--- src/tmw_pkg.sv ---
/*
  tmw_pkg: register map, field positions, codes and masks of the 8-bit timer wave and clock control block.
  Assumes a byte-wide register port with 8-bit addresses.
*/
package tmw_pkg;

  // register addresses
  localparam logic [7:0] TMW_ADDR_FLAGS  = 8'h15;
  localparam logic [7:0] TMW_ADDR_CTRL_A = 8'h24;
  localparam logic [7:0] TMW_ADDR_CTRL_B = 8'h25;
  localparam logic [7:0] TMW_ADDR_COUNT  = 8'h26;
  localparam logic [7:0] TMW_ADDR_CMP_A  = 8'h27;
  localparam logic [7:0] TMW_ADDR_CMP_B  = 8'h28;

  localparam logic [7:0] TMW_REG_RESET   = 8'h00;
  localparam logic [7:0] TMW_MAX         = 8'hff;
  localparam logic [7:0] TMW_BOTTOM      = 8'h00;

  // field positions
  localparam int TMW_FOC_A_BIT    = 7;
  localparam int TMW_FOC_B_BIT    = 6;
  localparam int TMW_WGM2_BIT     = 3;
  localparam int TMW_ACT_A_LSB    = 6;
  localparam int TMW_ACT_B_LSB    = 4;
  localparam int TMW_CS_LSB       = 0;
  localparam int TMW_WGM_LO_LSB   = 0;
  localparam int TMW_FLAG_WRAP    = 0;
  localparam int TMW_FLAG_MATCH_A = 1;
  localparam int TMW_FLAG_MATCH_B = 2;

  // output action codes
  localparam logic [1:0] TMW_ACT_OFF    = 2'h0;
  localparam logic [1:0] TMW_ACT_TOGGLE = 2'h1;
  localparam logic [1:0] TMW_ACT_CLEAR  = 2'h2;
  localparam logic [1:0] TMW_ACT_SET    = 2'h3;

  // wave modes
  localparam logic [2:0] TMW_WM_NORMAL  = 3'h0;
  localparam logic [2:0] TMW_WM_PHASE   = 3'h1;
  localparam logic [2:0] TMW_WM_CTC     = 3'h2;
  localparam logic [2:0] TMW_WM_FAST    = 3'h3;
  localparam logic [2:0] TMW_WM_RSVD4   = 3'h4;
  localparam logic [2:0] TMW_WM_PHASE_A = 3'h5;
  localparam logic [2:0] TMW_WM_RSVD6   = 3'h6;
  localparam logic [2:0] TMW_WM_FAST_A  = 3'h7;

  // tick sources
  localparam logic [2:0] TMW_CS_STOP     = 3'h0;
  localparam logic [2:0] TMW_CS_DIV1     = 3'h1;
  localparam logic [2:0] TMW_CS_DIV8     = 3'h2;
  localparam logic [2:0] TMW_CS_DIV64    = 3'h3;
  localparam logic [2:0] TMW_CS_DIV256   = 3'h4;
  localparam logic [2:0] TMW_CS_DIV1024  = 3'h5;
  localparam logic [2:0] TMW_CS_EXT_FALL = 3'h6;
  localparam logic [2:0] TMW_CS_EXT_RISE = 3'h7;

  // prescaler terminal masks
  localparam logic [9:0] TMW_MASK_DIV8    = 10'h007;
  localparam logic [9:0] TMW_MASK_DIV64   = 10'h03f;
  localparam logic [9:0] TMW_MASK_DIV256  = 10'h0ff;
  localparam logic [9:0] TMW_MASK_DIV1024 = 10'h3ff;

endpackage : tmw_pkg

--- src/tmw_top.sv ---
/*
  tmw_top: 8-bit timer with channel-B waveform unit, wave mode decode, channel-B force strobe and tick source select.
  Assumes a single-cycle register port on ref_clk_in; port direction, port data and vector acknowledge come
  from logic on the same clock; the external count pin is asynchronous.
*/
`timescale 1ns/1ns
`default_nettype none

module tmw_top
  import tmw_pkg::*;
(
  input  wire logic       ref_clk_in,
  input  wire logic       resetn_in,
  input  wire logic       clk_en_in,
  input  wire logic [7:0] addr_in,
  input  wire logic [7:0] wdata_in,
  input  wire logic       wr_in,
  input  wire logic       rd_in,
  output var  logic [7:0] rdata_out,
  input  wire logic       ext_count_pin_in,
  input  wire logic       port_b_dir_in,
  input  wire logic       port_b_data_in,
  input  wire logic       match_b_ack_in,
  output var  logic       pin_b_out,
  output var  logic       pin_b_oe_out,
  output var  logic       wave_b_connected_out,
  output var  logic [7:0] count_out,
  output var  logic       wrap_flag_out,
  output var  logic       match_a_flag_out,
  output var  logic       match_b_flag_out
);

  logic       rst_s1_reg;
  logic       rst_s2_reg;
  logic       rst_n;
  logic [1:0] chan_a_action_reg;
  logic [1:0] chan_b_action_reg;
  logic [1:0] wgm_lo_reg;
  logic       wgm2_reg;
  logic [2:0] tick_source_sel_reg;
  logic [7:0] count_reg;
  logic       down_reg;
  logic       block_reg;
  logic [7:0] cmp_a_buf_reg;
  logic [7:0] cmp_b_buf_reg;
  logic [7:0] cmp_a_act_reg;
  logic [7:0] cmp_b_act_reg;
  logic [2:0] flags_reg;
  logic       wave_b_reg;
  logic [9:0] pre_reg;
  logic       ext_s1_reg;
  logic       ext_s2_reg;
  logic       ext_s3_reg;
  logic [2:0] wave_mode_sel;
  logic       pwm;
  logic       phase;
  logic       fast;
  logic       top_from_a;
  logic [7:0] top_val;
  logic       at_top;
  logic       tick;
  logic       ext_rise;
  logic       ext_fall;
  logic       wr_ctrl_a;
  logic       wr_ctrl_b;
  logic       wr_flags;
  logic       cnt_wr;
  logic       step;
  logic       upd_ev;
  logic       match_a_ev;
  logic       match_b_ev;
  logic       wrap_ev;
  logic       force_b;
  logic [2:0] flag_set;
  logic [2:0] flag_clr;

  // reset release
  always_ff @(posedge ref_clk_in or negedge resetn_in) begin
    if (!resetn_in) begin
      rst_s1_reg <= 1'b0;
      rst_s2_reg <= 1'b0;
    end else begin
      rst_s1_reg <= 1'b1;
      rst_s2_reg <= rst_s1_reg;
    end
  end
  assign rst_n = rst_s2_reg;

  assign wr_ctrl_a = wr_in && (addr_in == TMW_ADDR_CTRL_A);
  assign wr_ctrl_b = wr_in && (addr_in == TMW_ADDR_CTRL_B);
  assign wr_flags  = wr_in && (addr_in == TMW_ADDR_FLAGS);
  assign cnt_wr    = wr_in && (addr_in == TMW_ADDR_COUNT);

  // mode decode
  assign wave_mode_sel = {wgm2_reg, wgm_lo_reg};
  assign pwm           = wave_mode_sel[0];
  assign phase         = (wave_mode_sel[1:0] == TMW_WM_PHASE[1:0]);
  assign fast          = (wave_mode_sel[1:0] == TMW_WM_FAST[1:0]);
  assign top_from_a    = (wave_mode_sel == TMW_WM_CTC) || (wave_mode_sel == TMW_WM_PHASE_A) ||
                         (wave_mode_sel == TMW_WM_FAST_A);
  assign top_val       = top_from_a ? cmp_a_act_reg : TMW_MAX;
  assign at_top        = (count_reg == top_val);

  // control registers; reserved modes 4 and 6 run as plain counters
  always_ff @(posedge ref_clk_in or negedge rst_n) begin
    if (!rst_n) begin
      chan_a_action_reg   <= TMW_ACT_OFF;
      chan_b_action_reg   <= TMW_ACT_OFF;
      wgm_lo_reg          <= 2'h0;
      wgm2_reg            <= 1'b0;
      tick_source_sel_reg <= TMW_CS_STOP;
    end else if (clk_en_in) begin
      if (wr_ctrl_a) begin
        chan_a_action_reg <= wdata_in[TMW_ACT_A_LSB +: 2];
        chan_b_action_reg <= wdata_in[TMW_ACT_B_LSB +: 2];
        wgm_lo_reg        <= wdata_in[TMW_WGM_LO_LSB +: 2];
      end
      if (wr_ctrl_b) begin
        wgm2_reg            <= wdata_in[TMW_WGM2_BIT];
        tick_source_sel_reg <= wdata_in[TMW_CS_LSB +: 3];
      end
    end
  end

  // count pin synchroniser and edge detect
  always_ff @(posedge ref_clk_in or negedge rst_n) begin
    if (!rst_n) begin
      ext_s1_reg <= 1'b0;
      ext_s2_reg <= 1'b0;
      ext_s3_reg <= 1'b0;
    end else if (clk_en_in) begin
      ext_s1_reg <= ext_count_pin_in;
      ext_s2_reg <= ext_s1_reg;
      ext_s3_reg <= ext_s2_reg;
    end
  end
  assign ext_rise = ext_s2_reg && !ext_s3_reg;
  assign ext_fall = !ext_s2_reg && ext_s3_reg;

  // prescaler runs only while a source is selected, so a stopped timer draws no toggling
  always_ff @(posedge ref_clk_in or negedge rst_n) begin
    if (!rst_n) begin
      pre_reg <= 10'h000;
    end else if (clk_en_in) begin
      if (tick_source_sel_reg == TMW_CS_STOP) begin
        pre_reg <= 10'h000;
      end else begin
        pre_reg <= pre_reg + 10'h001;
      end
    end
  end

  always_comb begin
    tick = 1'b0;
    unique case (tick_source_sel_reg)
      TMW_CS_STOP:     tick = 1'b0;
      TMW_CS_DIV1:     tick = 1'b1;
      TMW_CS_DIV8:     tick = ((pre_reg & TMW_MASK_DIV8) == TMW_MASK_DIV8);
      TMW_CS_DIV64:    tick = ((pre_reg & TMW_MASK_DIV64) == TMW_MASK_DIV64);
      TMW_CS_DIV256:   tick = ((pre_reg & TMW_MASK_DIV256) == TMW_MASK_DIV256);
      TMW_CS_DIV1024:  tick = (pre_reg == TMW_MASK_DIV1024);
      TMW_CS_EXT_FALL: tick = ext_fall;
      TMW_CS_EXT_RISE: tick = ext_rise;
    endcase
  end

  assign step       = tick && !cnt_wr;
  assign upd_ev     = step && at_top && !down_reg;
  assign match_a_ev = step && !block_reg && (count_reg == cmp_a_act_reg);
  assign match_b_ev = step && !block_reg && (count_reg == cmp_b_act_reg);
  assign force_b    = wr_ctrl_b && wdata_in[TMW_FOC_B_BIT] && !pwm;

  always_comb begin
    wrap_ev = 1'b0;
    if (phase) begin
      wrap_ev = step && down_reg && (count_reg == TMW_BOTTOM);
    end else if (wave_mode_sel == TMW_WM_FAST_A) begin
      wrap_ev = step && at_top;
    end else begin
      wrap_ev = step && (count_reg == TMW_MAX);
    end
  end

  // counter and direction; a write wins over a tick in the same cycle
  always_ff @(posedge ref_clk_in or negedge rst_n) begin
    if (!rst_n) begin
      count_reg <= TMW_REG_RESET;
      down_reg  <= 1'b0;
    end else if (clk_en_in) begin
      if (cnt_wr) begin
        count_reg <= wdata_in;
      end else if (step) begin
        if (phase) begin
          if (!down_reg && at_top) begin
            down_reg  <= 1'b1;
            count_reg <= count_reg - 8'h01;
          end else if (down_reg && (count_reg == TMW_BOTTOM)) begin
            down_reg  <= 1'b0;
            count_reg <= count_reg + 8'h01;
          end else if (down_reg) begin
            count_reg <= count_reg - 8'h01;
          end else begin
            count_reg <= count_reg + 8'h01;
          end
        end else if ((fast || (wave_mode_sel == TMW_WM_CTC)) && at_top) begin
          count_reg <= TMW_BOTTOM;
        end else begin
          count_reg <= count_reg + 8'h01;
        end
      end
      if (!phase) begin
        down_reg <= 1'b0;
      end
    end
  end

  always_ff @(posedge ref_clk_in or negedge rst_n) begin
    if (!rst_n) begin
      block_reg <= 1'b0;
    end else if (clk_en_in) begin
      if (cnt_wr) begin
        block_reg <= 1'b1;
      end else if (tick) begin
        block_reg <= 1'b0;
      end
    end
  end

  // compare buffers and active values
  always_ff @(posedge ref_clk_in or negedge rst_n) begin
    if (!rst_n) begin
      cmp_a_buf_reg <= TMW_REG_RESET;
      cmp_b_buf_reg <= TMW_REG_RESET;
      cmp_a_act_reg <= TMW_REG_RESET;
      cmp_b_act_reg <= TMW_REG_RESET;
    end else if (clk_en_in) begin
      if (wr_in && (addr_in == TMW_ADDR_CMP_A)) begin
        cmp_a_buf_reg <= wdata_in;
      end
      if (wr_in && (addr_in == TMW_ADDR_CMP_B)) begin
        cmp_b_buf_reg <= wdata_in;
      end
      if (!pwm) begin
        cmp_a_act_reg <= (wr_in && (addr_in == TMW_ADDR_CMP_A)) ? wdata_in : cmp_a_buf_reg;
        cmp_b_act_reg <= (wr_in && (addr_in == TMW_ADDR_CMP_B)) ? wdata_in : cmp_b_buf_reg;
      end else if (upd_ev) begin
        cmp_a_act_reg <= cmp_a_buf_reg;
        cmp_b_act_reg <= cmp_b_buf_reg;
      end
    end
  end

  // flags: a set in the cycle of a clear wins
  assign flag_set = {match_b_ev, match_a_ev, wrap_ev};
  assign flag_clr = {(wr_flags && wdata_in[TMW_FLAG_MATCH_B]) || match_b_ack_in,
                     wr_flags && wdata_in[TMW_FLAG_MATCH_A],
                     wr_flags && wdata_in[TMW_FLAG_WRAP]};
  always_ff @(posedge ref_clk_in or negedge rst_n) begin
    if (!rst_n) begin
      flags_reg <= 3'h0;
    end else if (clk_en_in) begin
      flags_reg <= flag_set | (flags_reg & ~flag_clr);
    end
  end

  // channel-B waveform unit
  always_ff @(posedge ref_clk_in or negedge rst_n) begin
    if (!rst_n) begin
      wave_b_reg <= 1'b0;
    end else if (clk_en_in) begin
      if (!pwm) begin
        if (match_b_ev || force_b) begin
          unique case (chan_b_action_reg)
            TMW_ACT_OFF:    wave_b_reg <= wave_b_reg;
            TMW_ACT_TOGGLE: wave_b_reg <= !wave_b_reg;
            TMW_ACT_CLEAR:  wave_b_reg <= 1'b0;
            TMW_ACT_SET:    wave_b_reg <= 1'b1;
          endcase
        end
      end else if (fast && chan_b_action_reg[1]) begin
        if (match_b_ev && (cmp_b_act_reg != top_val)) begin
          wave_b_reg <= chan_b_action_reg[0];
        end else if (upd_ev) begin
          wave_b_reg <= !chan_b_action_reg[0];
        end
      end else if (phase && chan_b_action_reg[1]) begin
        if (match_b_ev && (cmp_b_act_reg != top_val)) begin
          wave_b_reg <= down_reg ? !chan_b_action_reg[0] : chan_b_action_reg[0];
        end else if (upd_ev && (cmp_b_act_reg == top_val)) begin
          wave_b_reg <= !chan_b_action_reg[0];
        end
      end
    end
  end

  // pin mux; the pad drives only when the port direction says output
  always_ff @(posedge ref_clk_in or negedge rst_n) begin
    if (!rst_n) begin
      pin_b_out            <= 1'b0;
      pin_b_oe_out         <= 1'b0;
      wave_b_connected_out <= 1'b0;
    end else if (clk_en_in) begin
      wave_b_connected_out <= |chan_b_action_reg;
      pin_b_out            <= (|chan_b_action_reg) ? wave_b_reg : port_b_data_in;
      pin_b_oe_out         <= port_b_dir_in;
    end
  end

  // read port; data stands only in the cycle after the strobe
  always_ff @(posedge ref_clk_in or negedge rst_n) begin
    if (!rst_n) begin
      rdata_out <= TMW_REG_RESET;
    end else if (clk_en_in) begin
      rdata_out <= TMW_REG_RESET;
      if (rd_in) begin
        unique case (addr_in)
          TMW_ADDR_CTRL_A: rdata_out <= {chan_a_action_reg, chan_b_action_reg, 2'b00, wgm_lo_reg};
          TMW_ADDR_CTRL_B: rdata_out <= {4'h0, wgm2_reg, tick_source_sel_reg};
          TMW_ADDR_COUNT:  rdata_out <= count_reg;
          TMW_ADDR_CMP_A:  rdata_out <= cmp_a_buf_reg;
          TMW_ADDR_CMP_B:  rdata_out <= cmp_b_buf_reg;
          TMW_ADDR_FLAGS:  rdata_out <= {5'h00, flags_reg};
          default:         rdata_out <= TMW_REG_RESET;
        endcase
      end
    end
  end

  assign count_out        = count_reg;
  assign wrap_flag_out    = flags_reg[TMW_FLAG_WRAP];
  assign match_a_flag_out = flags_reg[TMW_FLAG_MATCH_A];
  assign match_b_flag_out = flags_reg[TMW_FLAG_MATCH_B];
endmodule : tmw_top

`default_nettype wire

--- config.mk ---
export PLATFORM = sky130hd
export DESIGN_NAME = tmw_top
export DESIGN_NICKNAME = d
export VERILOG_FILES = /design/src/tmw_pkg.sv /design/src/tmw_top.sv
export SDC_FILE = /design/constraint.sdc
export NUM_CORES = 1
export LEC_CHECK = 0
export ABC_CLOCK_PERIOD_IN_PS = 2900
export BUFFER_PORTS_ARGS = -buffer_cell sky130_fd_sc_hd__buf_2
export CAP_MARGIN = 20
export CORE_MARGIN = 4
export CORE_UTILIZATION = 60
export DETAILED_ROUTE_END_ITERATION = 6
export PLACE_DENSITY_LB_ADDON = 0.15
export SETUP_SLACK_MARGIN = 0.02
export SYNTH_ARGS = -nofsm -noshare
export SYNTH_HDL_FRONTEND = slang
export SYNTH_SLANG_ARGS = --single-unit
--- constraint.sdc ---
create_clock -name ref_clk_in -period 2.9 [get_ports ref_clk_in]
set_input_delay 0.435 -clock ref_clk_in [delete_from_list [all_inputs] [get_ports ref_clk_in]]
set_output_delay 0.435 -clock ref_clk_in [all_outputs]
set_load 0.01 [all_outputs]
==> flow_summary.toml, run 1 <==
[timing]
clock-skew-final_ns = 0.0123
setup_violators_final = 0
timing.final.hold_violations = 0
final_min_period_over_clock_period = 0.929
final.setup.tns_ns = 0
worst_slew_pin_slew_ns = 0.501
report.final.slew_viol_count = 0
max_freq_ghz = 0.371
worst_slew_margin_rel = 0.666
holdWs_ns = 0.241
fin_crit_ns = 2.69
rsz0062_at_grt = "false"

[clock_tree]
tritoncts_clock_tree = "done"
cts_inserted_buffers = 9
clock_sink_count = 82
worst_skew_pair.late_latency_ns = 0.35
clock_tree.buffer_depth = 2
htree_num_levels = 3
cts_root_buffer = "clkbuf_8"
worst_setup_hold_path_clk_slew_ns = 0.09

[power]
p_leak_nw = 2.54
p_int_mw = 2.05
power.density_mw_per_mm2 = 540
power.share.sequential = 0.439
part_of_the_total_power_dissipated_in_the_clock_network = 0.316
power.share.switching = 0.336
netSwitchingPower_mw = 1.04
power.combinational.fraction = 0.245
worst_ir_drop_vdd_mv = 0.305

[synth]
syn-mean-instance-area_um2 = 9.63
syn-instance-count = 520
simple_logic_cell_fraction_of_the_synthesized_area = 0.174
post_synth_xor_area_fraction = 0.0472
synth_area_mm2 = 0.00501
yosys.area_share.adder = 0.0125
yosys_warnings = 0
synth.area.mux_share = 0.123
yosysSeqAreaShare = 0.410
top_reg_cell_synth = "dfrtp_1"
synthArstFlopShare = 1.00
synth.net_count = 550
ys_seq_elements = 82
largest_family_of_logic_cells_by_synthesized_area = "compound AO/OA/AOI/OAI gates"
synth_compound_gate_area_share = 0.192
synth_edf_count = 0
synth.distinct_cells = 63

[grt]
global_route.peak_usage_layer = "met2"
first_global_vias = 4240
gr-usage-met2 = 0.462
global_route.usage.total = 0.295
grtUsageMet1 = 0.412
gr-total-overflow = 0
antenna_found_initial = 0
grt_max_degree = 81
global_route_wire_length_before_repair_mm = 22.8
use_met3 = 0.0554

[cells_and_area]
count_of_antenna_diodes_in_the_layout = 0
area.growth.synth_to_final_pct = 13.9
largest_register_ff_count = 10
final_net_count = 601
stdcell_area_mm2 = 0.00571
share_of_post_route_cells_with_drive_strength_above_1 = 0.241

[critical_path]
critPathKind = "register to register"
required_ns = 3.14
r2r_start = "wgm_lo_reg[0]$_DFFE_PN0P_"
category_of_the_worst_setup_path_capture_point = "register"
critPathArrivalTime_ns = 2.93
critical_path.startpoint = "wgm_lo_reg[0]$_DFFE_PN0P_"
cp-start-kind = "register"
worstPathMaxFanout = 14

[floorplan]
die_x_um = 99.4
die-height_um = 99.4
fp.coreArea_mm2 = 0.00818
num_io_pins = 47
starting_density_of_the_core = 0.613
dieArea_mm2 = 0.00987
rows = 33

[placement]
placement.cell_area_mm2 = 0.00542
dp.final_hpwl_mm = 10.2
portbufs = 46
place.gp.congestion = 0.956

[drt]
post-route-drc-count = 0
drt-initial-drc-count = 508
wl_mm = 14.1
wl_per_cell_um = 20.7
ant_nets = 0
detailroute.via_count = 4508
dr.pass1.iters = 6
post_drt_via_cell_ratio = 6.62

[run_status]
status = "completed"

[flow_run]
cap_violations = 0

[min_path]
worst_hold_path_type = "register to async pin"
final timing paths:
| kind | cells past startpoint | end | slack, ns |
|---|---|---|---|
| max | 10 | count_out[4]$_DFFE_PN0P_ | 0.21 |
| min | 0 | down_reg$_DFFE_PN0P_ | 0.24 |
| max reg2reg | 10 | count_out[4]$_DFFE_PN0P_ | 0.21 |
| min reg2reg | 0 | down_reg$_DFFE_PN0P_ | 0.24 |
| max in group asynchronous | 1 | flags_reg[1]$_DFFE_PN0P_ | 2.08 |
| min in group ref_clk_in | 2 | pin_b_oe_out$_DFFE_PN0P_ | 0.31 |
synth_stat cells, drive strengths merged, types with 6 or more instances:
library cell / number / area [um2]
nor3: 14 / 80.1
and3: 14 / 87.6
xnor2: 12 / 105
or3: 7 / 43.8
a221oi: 8 / 70.1
o2bb2ai: 10 / 87.6
buf: 10 / 58.8
nand3: 11 / 55.1
a21o: 6 / 45.0
o21ai: 15 / 75.1
mux2: 37 / 417
xor2: 15 / 131
inv: 14 / 52.6
clkbuf: 24 / 90.1
nand4: 9 / 56.3
mux2i: 20 / 200
nor2: 39 / 146
dfrtp: 82 / 2050
and2: 6 / 37.5
a21oi: 48 / 252
o211ai: 6 / 50.1
nand2: 37 / 139
metal layers:
| layer | wire length [um] | up-vias |
|---|---|---|
| met5 | 0 | - |
| met4 | 465 | 0 |
| met3 | 1190 | 45 |
| met2 | 6580 | 229 |
| met1 | 5860 | 2202 |
| li1 | - | 2032 |
cell type report:
type / instances / area, um2
Multi-Input combinational cell: 390 / 2770
Inverter: 14 / 52.6
Tap cell: 105 / 131
Fill cell: 657 / 2470
Clock inverter: 6 / 97.6
Timing Repair Buffer: 74 / 463
Clock buffer: 10 / 138
Sequential cell: 82 / 2060
per-stage QoR:
stage / total power [mW] / setup slack [ns] / instances / util
after CTS: 3.07 / 0.192 / 680 / 0.693
final: 3.08 / 0.206 / 681 / 0.698
after global routing: 3.22 / 0.0341 / 681 / 0.698
after global placement: 2.09 / 0.278 / 663 / 0.663
after detailed placement: 2.10 / 0.211 / 663 / 0.663
after floorplan: 1.84 / 0.291 / 520 / -
cell usage in the layout (no fill, tap or decap), drive strengths merged, types with 5 or more instances in the layout:
cell type  count
clkbuf        10
a21o           6
xnor2         12
nor3          14
o211ai         6
a221oi         8
mux2          37
and3          14
and2           6
xor2          15
a21oi         48
nand4          9
buf           73
a311oi         5
nor2          39
dfrtp         82
ha             5
o2bb2ai       10
or3            7
mux2i         20
nand3         11
a2111oi        5
o21ai         15
inv           16
nand2         37
worst max-delay path, stage by stage, from the launching register on:
cell,delay [ns]
dfrtp_1,0.39
buf_4,0.19
nand2_1,0.24
buf_4,0.23
a21oi_2,0.07
xnor2_1,0.14
nor3_2,0.31
and2_1,0.31
a21oi_1,0.16
a2111oi_1,0.44
nor3_1,0.09
power by group through the flow:
stage               Combinational, mW  Sequential, mW  Clock [mW]
detailed placement              0.716            1.39           0
CTS                             0.721            1.37       0.983
floorplan                       0.501            1.33           0
finish                          0.754            1.35       0.975
global route                    0.826            1.37        1.03
global placement                0.705            1.38           0
timing repair:
action                     in CTS  in global routing
setup endpoints to repair       0                  2
hold buffers                    1                  0
hold endpoints to repair        2                  0
resized for setup               0                  4
setup buffers                   0                  0
cell families (layout without fill, tap and decap cells):
kind of cell | count (synthesis) | after routing
AO/OA/AOI/OAI | 135 | 135
buffers and inverters | 48 | 104
adder cells (fa/ha/maj) | 5 | 5
XOR/XNOR | 27 | 27
AND/OR/NAND/NOR | 165 | 165
flip-flops | 82 | 82
other | 1 | 1
multiplexers | 57 | 57
Note: power is estimated with default switching activity, not from simulation.
==> inputs of run 2 (changes only) <==
--- a/config.mk
+++ b/config.mk
@@ -11,6 +11,7 @@
 export CORE_MARGIN = 4
 export CORE_UTILIZATION = 60
 export DETAILED_ROUTE_END_ITERATION = 6
+export MAX_ROUTING_LAYER = met4
 export PLACE_DENSITY_LB_ADDON = 0.15
 export SETUP_SLACK_MARGIN = 0.02
 export SYNTH_ARGS = -nofsm -noshare
==> flow_summary.toml, run 2 (synthesis results as in run 1) <==
[run_status]
status = "completed"

[drt]
drt-initial-drc-count = 554
post-route-drc-count = 0
dr.pass1.iters = 6
wl_per_cell_um = 20.9
wl_mm = 14.2
ant_nets = 0
post_drt_via_cell_ratio = 6.65
detailroute.via_count = 4533

[cells_and_area]
final_cell_mix = "dfrtp_1, buf_2, a21oi_1, nor2_1, nand2_1"
final_common_cell = "dfrtp_1"
share_of_post_route_cells_with_drive_strength_above_1 = 0.241
utilization = 0.700
area.growth.synth_to_final_pct = 14.3
count_of_antenna_diodes_in_the_layout = 0
largest_register_ff_count = 10
final_net_count = 602

[timing]
rsz0062_at_grt = "true"
final_min_period_over_clock_period = 0.963
worst_slew_margin_rel = 0.595
setup_violators_final = 0
fin_crit_ns = 2.79
report.final.slew_viol_count = 0
timing.final.hold_violations = 0
worst_slew_pin_slew_ns = 0.603
max_freq_ghz = 0.358
final.setup.tns_ns = 0
clock-skew-final_ns = 0.0154

[grt]
antenna_found_initial = 0
gr-total-overflow = 0
first_global_vias = 4266
global_route_wire_length_before_repair_mm = 22.5
global_route.usage.total = 0.300
grt_max_degree = 81

[critical_path]
required_ns = 3.11
category_of_the_worst_setup_path_capture_point = "register"
critPathKind = "register to register"
critPathArrivalTime_ns = 3.01
path_common_cell = "buf_4"
timing.critical_path.cells = "buf_4, nand2_1, buf_4, a21oi_2, xnor2_1, nor3_2, and2_1, a21oi_1, a2111oi_0, nor3_1"
worstPathMaxFanout = 14
critPathMaxStageDelay_ns = 0.49
cp_slowest_cell = "a2111oi_0"
cp-start-kind = "register"

[clock_tree]
cts_inserted_buffers = 9
post_cts.repair.setup_buffers = 0
clock_tree.buffer_depth = 2
cts_root_buffer = "clkbuf_8"
clock_sink_count = 82
htree_num_levels = 3
tritoncts_clock_tree = "done"
worst_skew_pair.late_latency_ns = 0.35
worst_setup_hold_path_clk_slew_ns = 0.09

[floorplan]
rows = 33
dieArea_mm2 = 0.00987
starting_density_of_the_core = 0.613
num_io_pins = 47
die-height_um = 99.4
fp.coreArea_mm2 = 0.00818
die_x_um = 99.4

[min_path]
worst_hold_path_type = "register to async pin"

[power]
worst_ir_drop_vdd_mv = 0.428
power.density_mw_per_mm2 = 550
p_leak_nw = 2.55

[placement]
portbufs = 46
dp.final_hpwl_mm = 10.4
place.gp.congestion = 0.996

[flow_run]
cap_violations = 0
==> run 2: changes by cell type in the layout (fill, tap and decap cells not counted) <==
cell,change
inv_6,+1
inv_8,-1
clkinv_4,-2
nor3_2,+1
a2111oi_2,-1
a2111oi_0,+1
nor3_1,-1
bufinv_16,+1
clkbuf_1,+1
buf_4,+1
==> run 2: routing by layer <==
layer,global-route usage,routed length [um]
met1,0.402,5910
met2,0.465,6640
met3,0.0505,1280
met4,0.0998,391
met5,-,0
==> run 2: path summary, 6_finish.rpt <==
| check | startpoint | end | cells past startpoint | slack [ns] |
|---|---|---|---|---|
| worst max register to register | wgm_lo_reg[0]$_DFFE_PN0P_ | count_out[4]$_DFFE_PN0P_ | 10 | 0.11 |
| worst max-delay path | wgm_lo_reg[0]$_DFFE_PN0P_ | count_out[4]$_DFFE_PN0P_ | 10 | 0.11 |
| min in group ref_clk_in | port_b_dir_in | pin_b_oe_out$_DFFE_PN0P_ | 2 | 0.31 |
| worst min register to register | rst_n$_DFF_PN0_ | pre_reg[2]$_DFFE_PN0P_ | 0 | 0.29 |
| max in group asynchronous | rst_n$_DFF_PN0_ | count_out[4]$_DFFE_PN0P_ | 1 | 2.03 |
| worst min-delay path | rst_n$_DFF_PN0_ | pre_reg[2]$_DFFE_PN0P_ | 0 | 0.29 |
==> run 2: critical path: cells and delay by family (launching register included) <==
family | cells | cell delay [ns]
AO/OA/AOI/OAI | 3 | 0.71
XOR/XNOR | 1 | 0.14
buffers and inverters | 2 | 0.41
flip-flops | 1 | 0.38
AND/OR/NAND/NOR | 4 | 1.02
==> run 2: per-stage QoR <==
stage,setup slack (ns),total power [mW],std cells,hold WS [ns],instance area (um2)
final,0.106,3.15,682,0.293,5730
after global routing,0.00268,3.29,682,0.306,5730
after CTS,0.144,3.13,681,0.309,5690
after detailed placement,0.143,2.11,664,0.222,5430
after global placement,0.240,2.10,664,0.219,5430
after floorplan,0.291,1.84,520,0.139,5010
==> run 2: what timing repair did <==
item,in CTS,in global routing
resized for setup,0,3
hold endpoints to repair,2,0
setup endpoints to repair,0,16
hold buffers,1,0
==> run 2: cell type report <==
type	count	area (um2)
Timing Repair Buffer	75	470
Multi-Input combinational cell	390	2770
Tap cell	105	131
Fill cell	656	2450
Clock inverter	5	108
Sequential cell	82	2060
Clock buffer	11	141
Inverter	14	52.6
==> run 2: power by group <==
group	total [mW]	internal, mW	switching [mW]
registers	1.36	1.22	0.142
clock network	1.04	0.603	0.436
logic	0.754	0.309	0.445
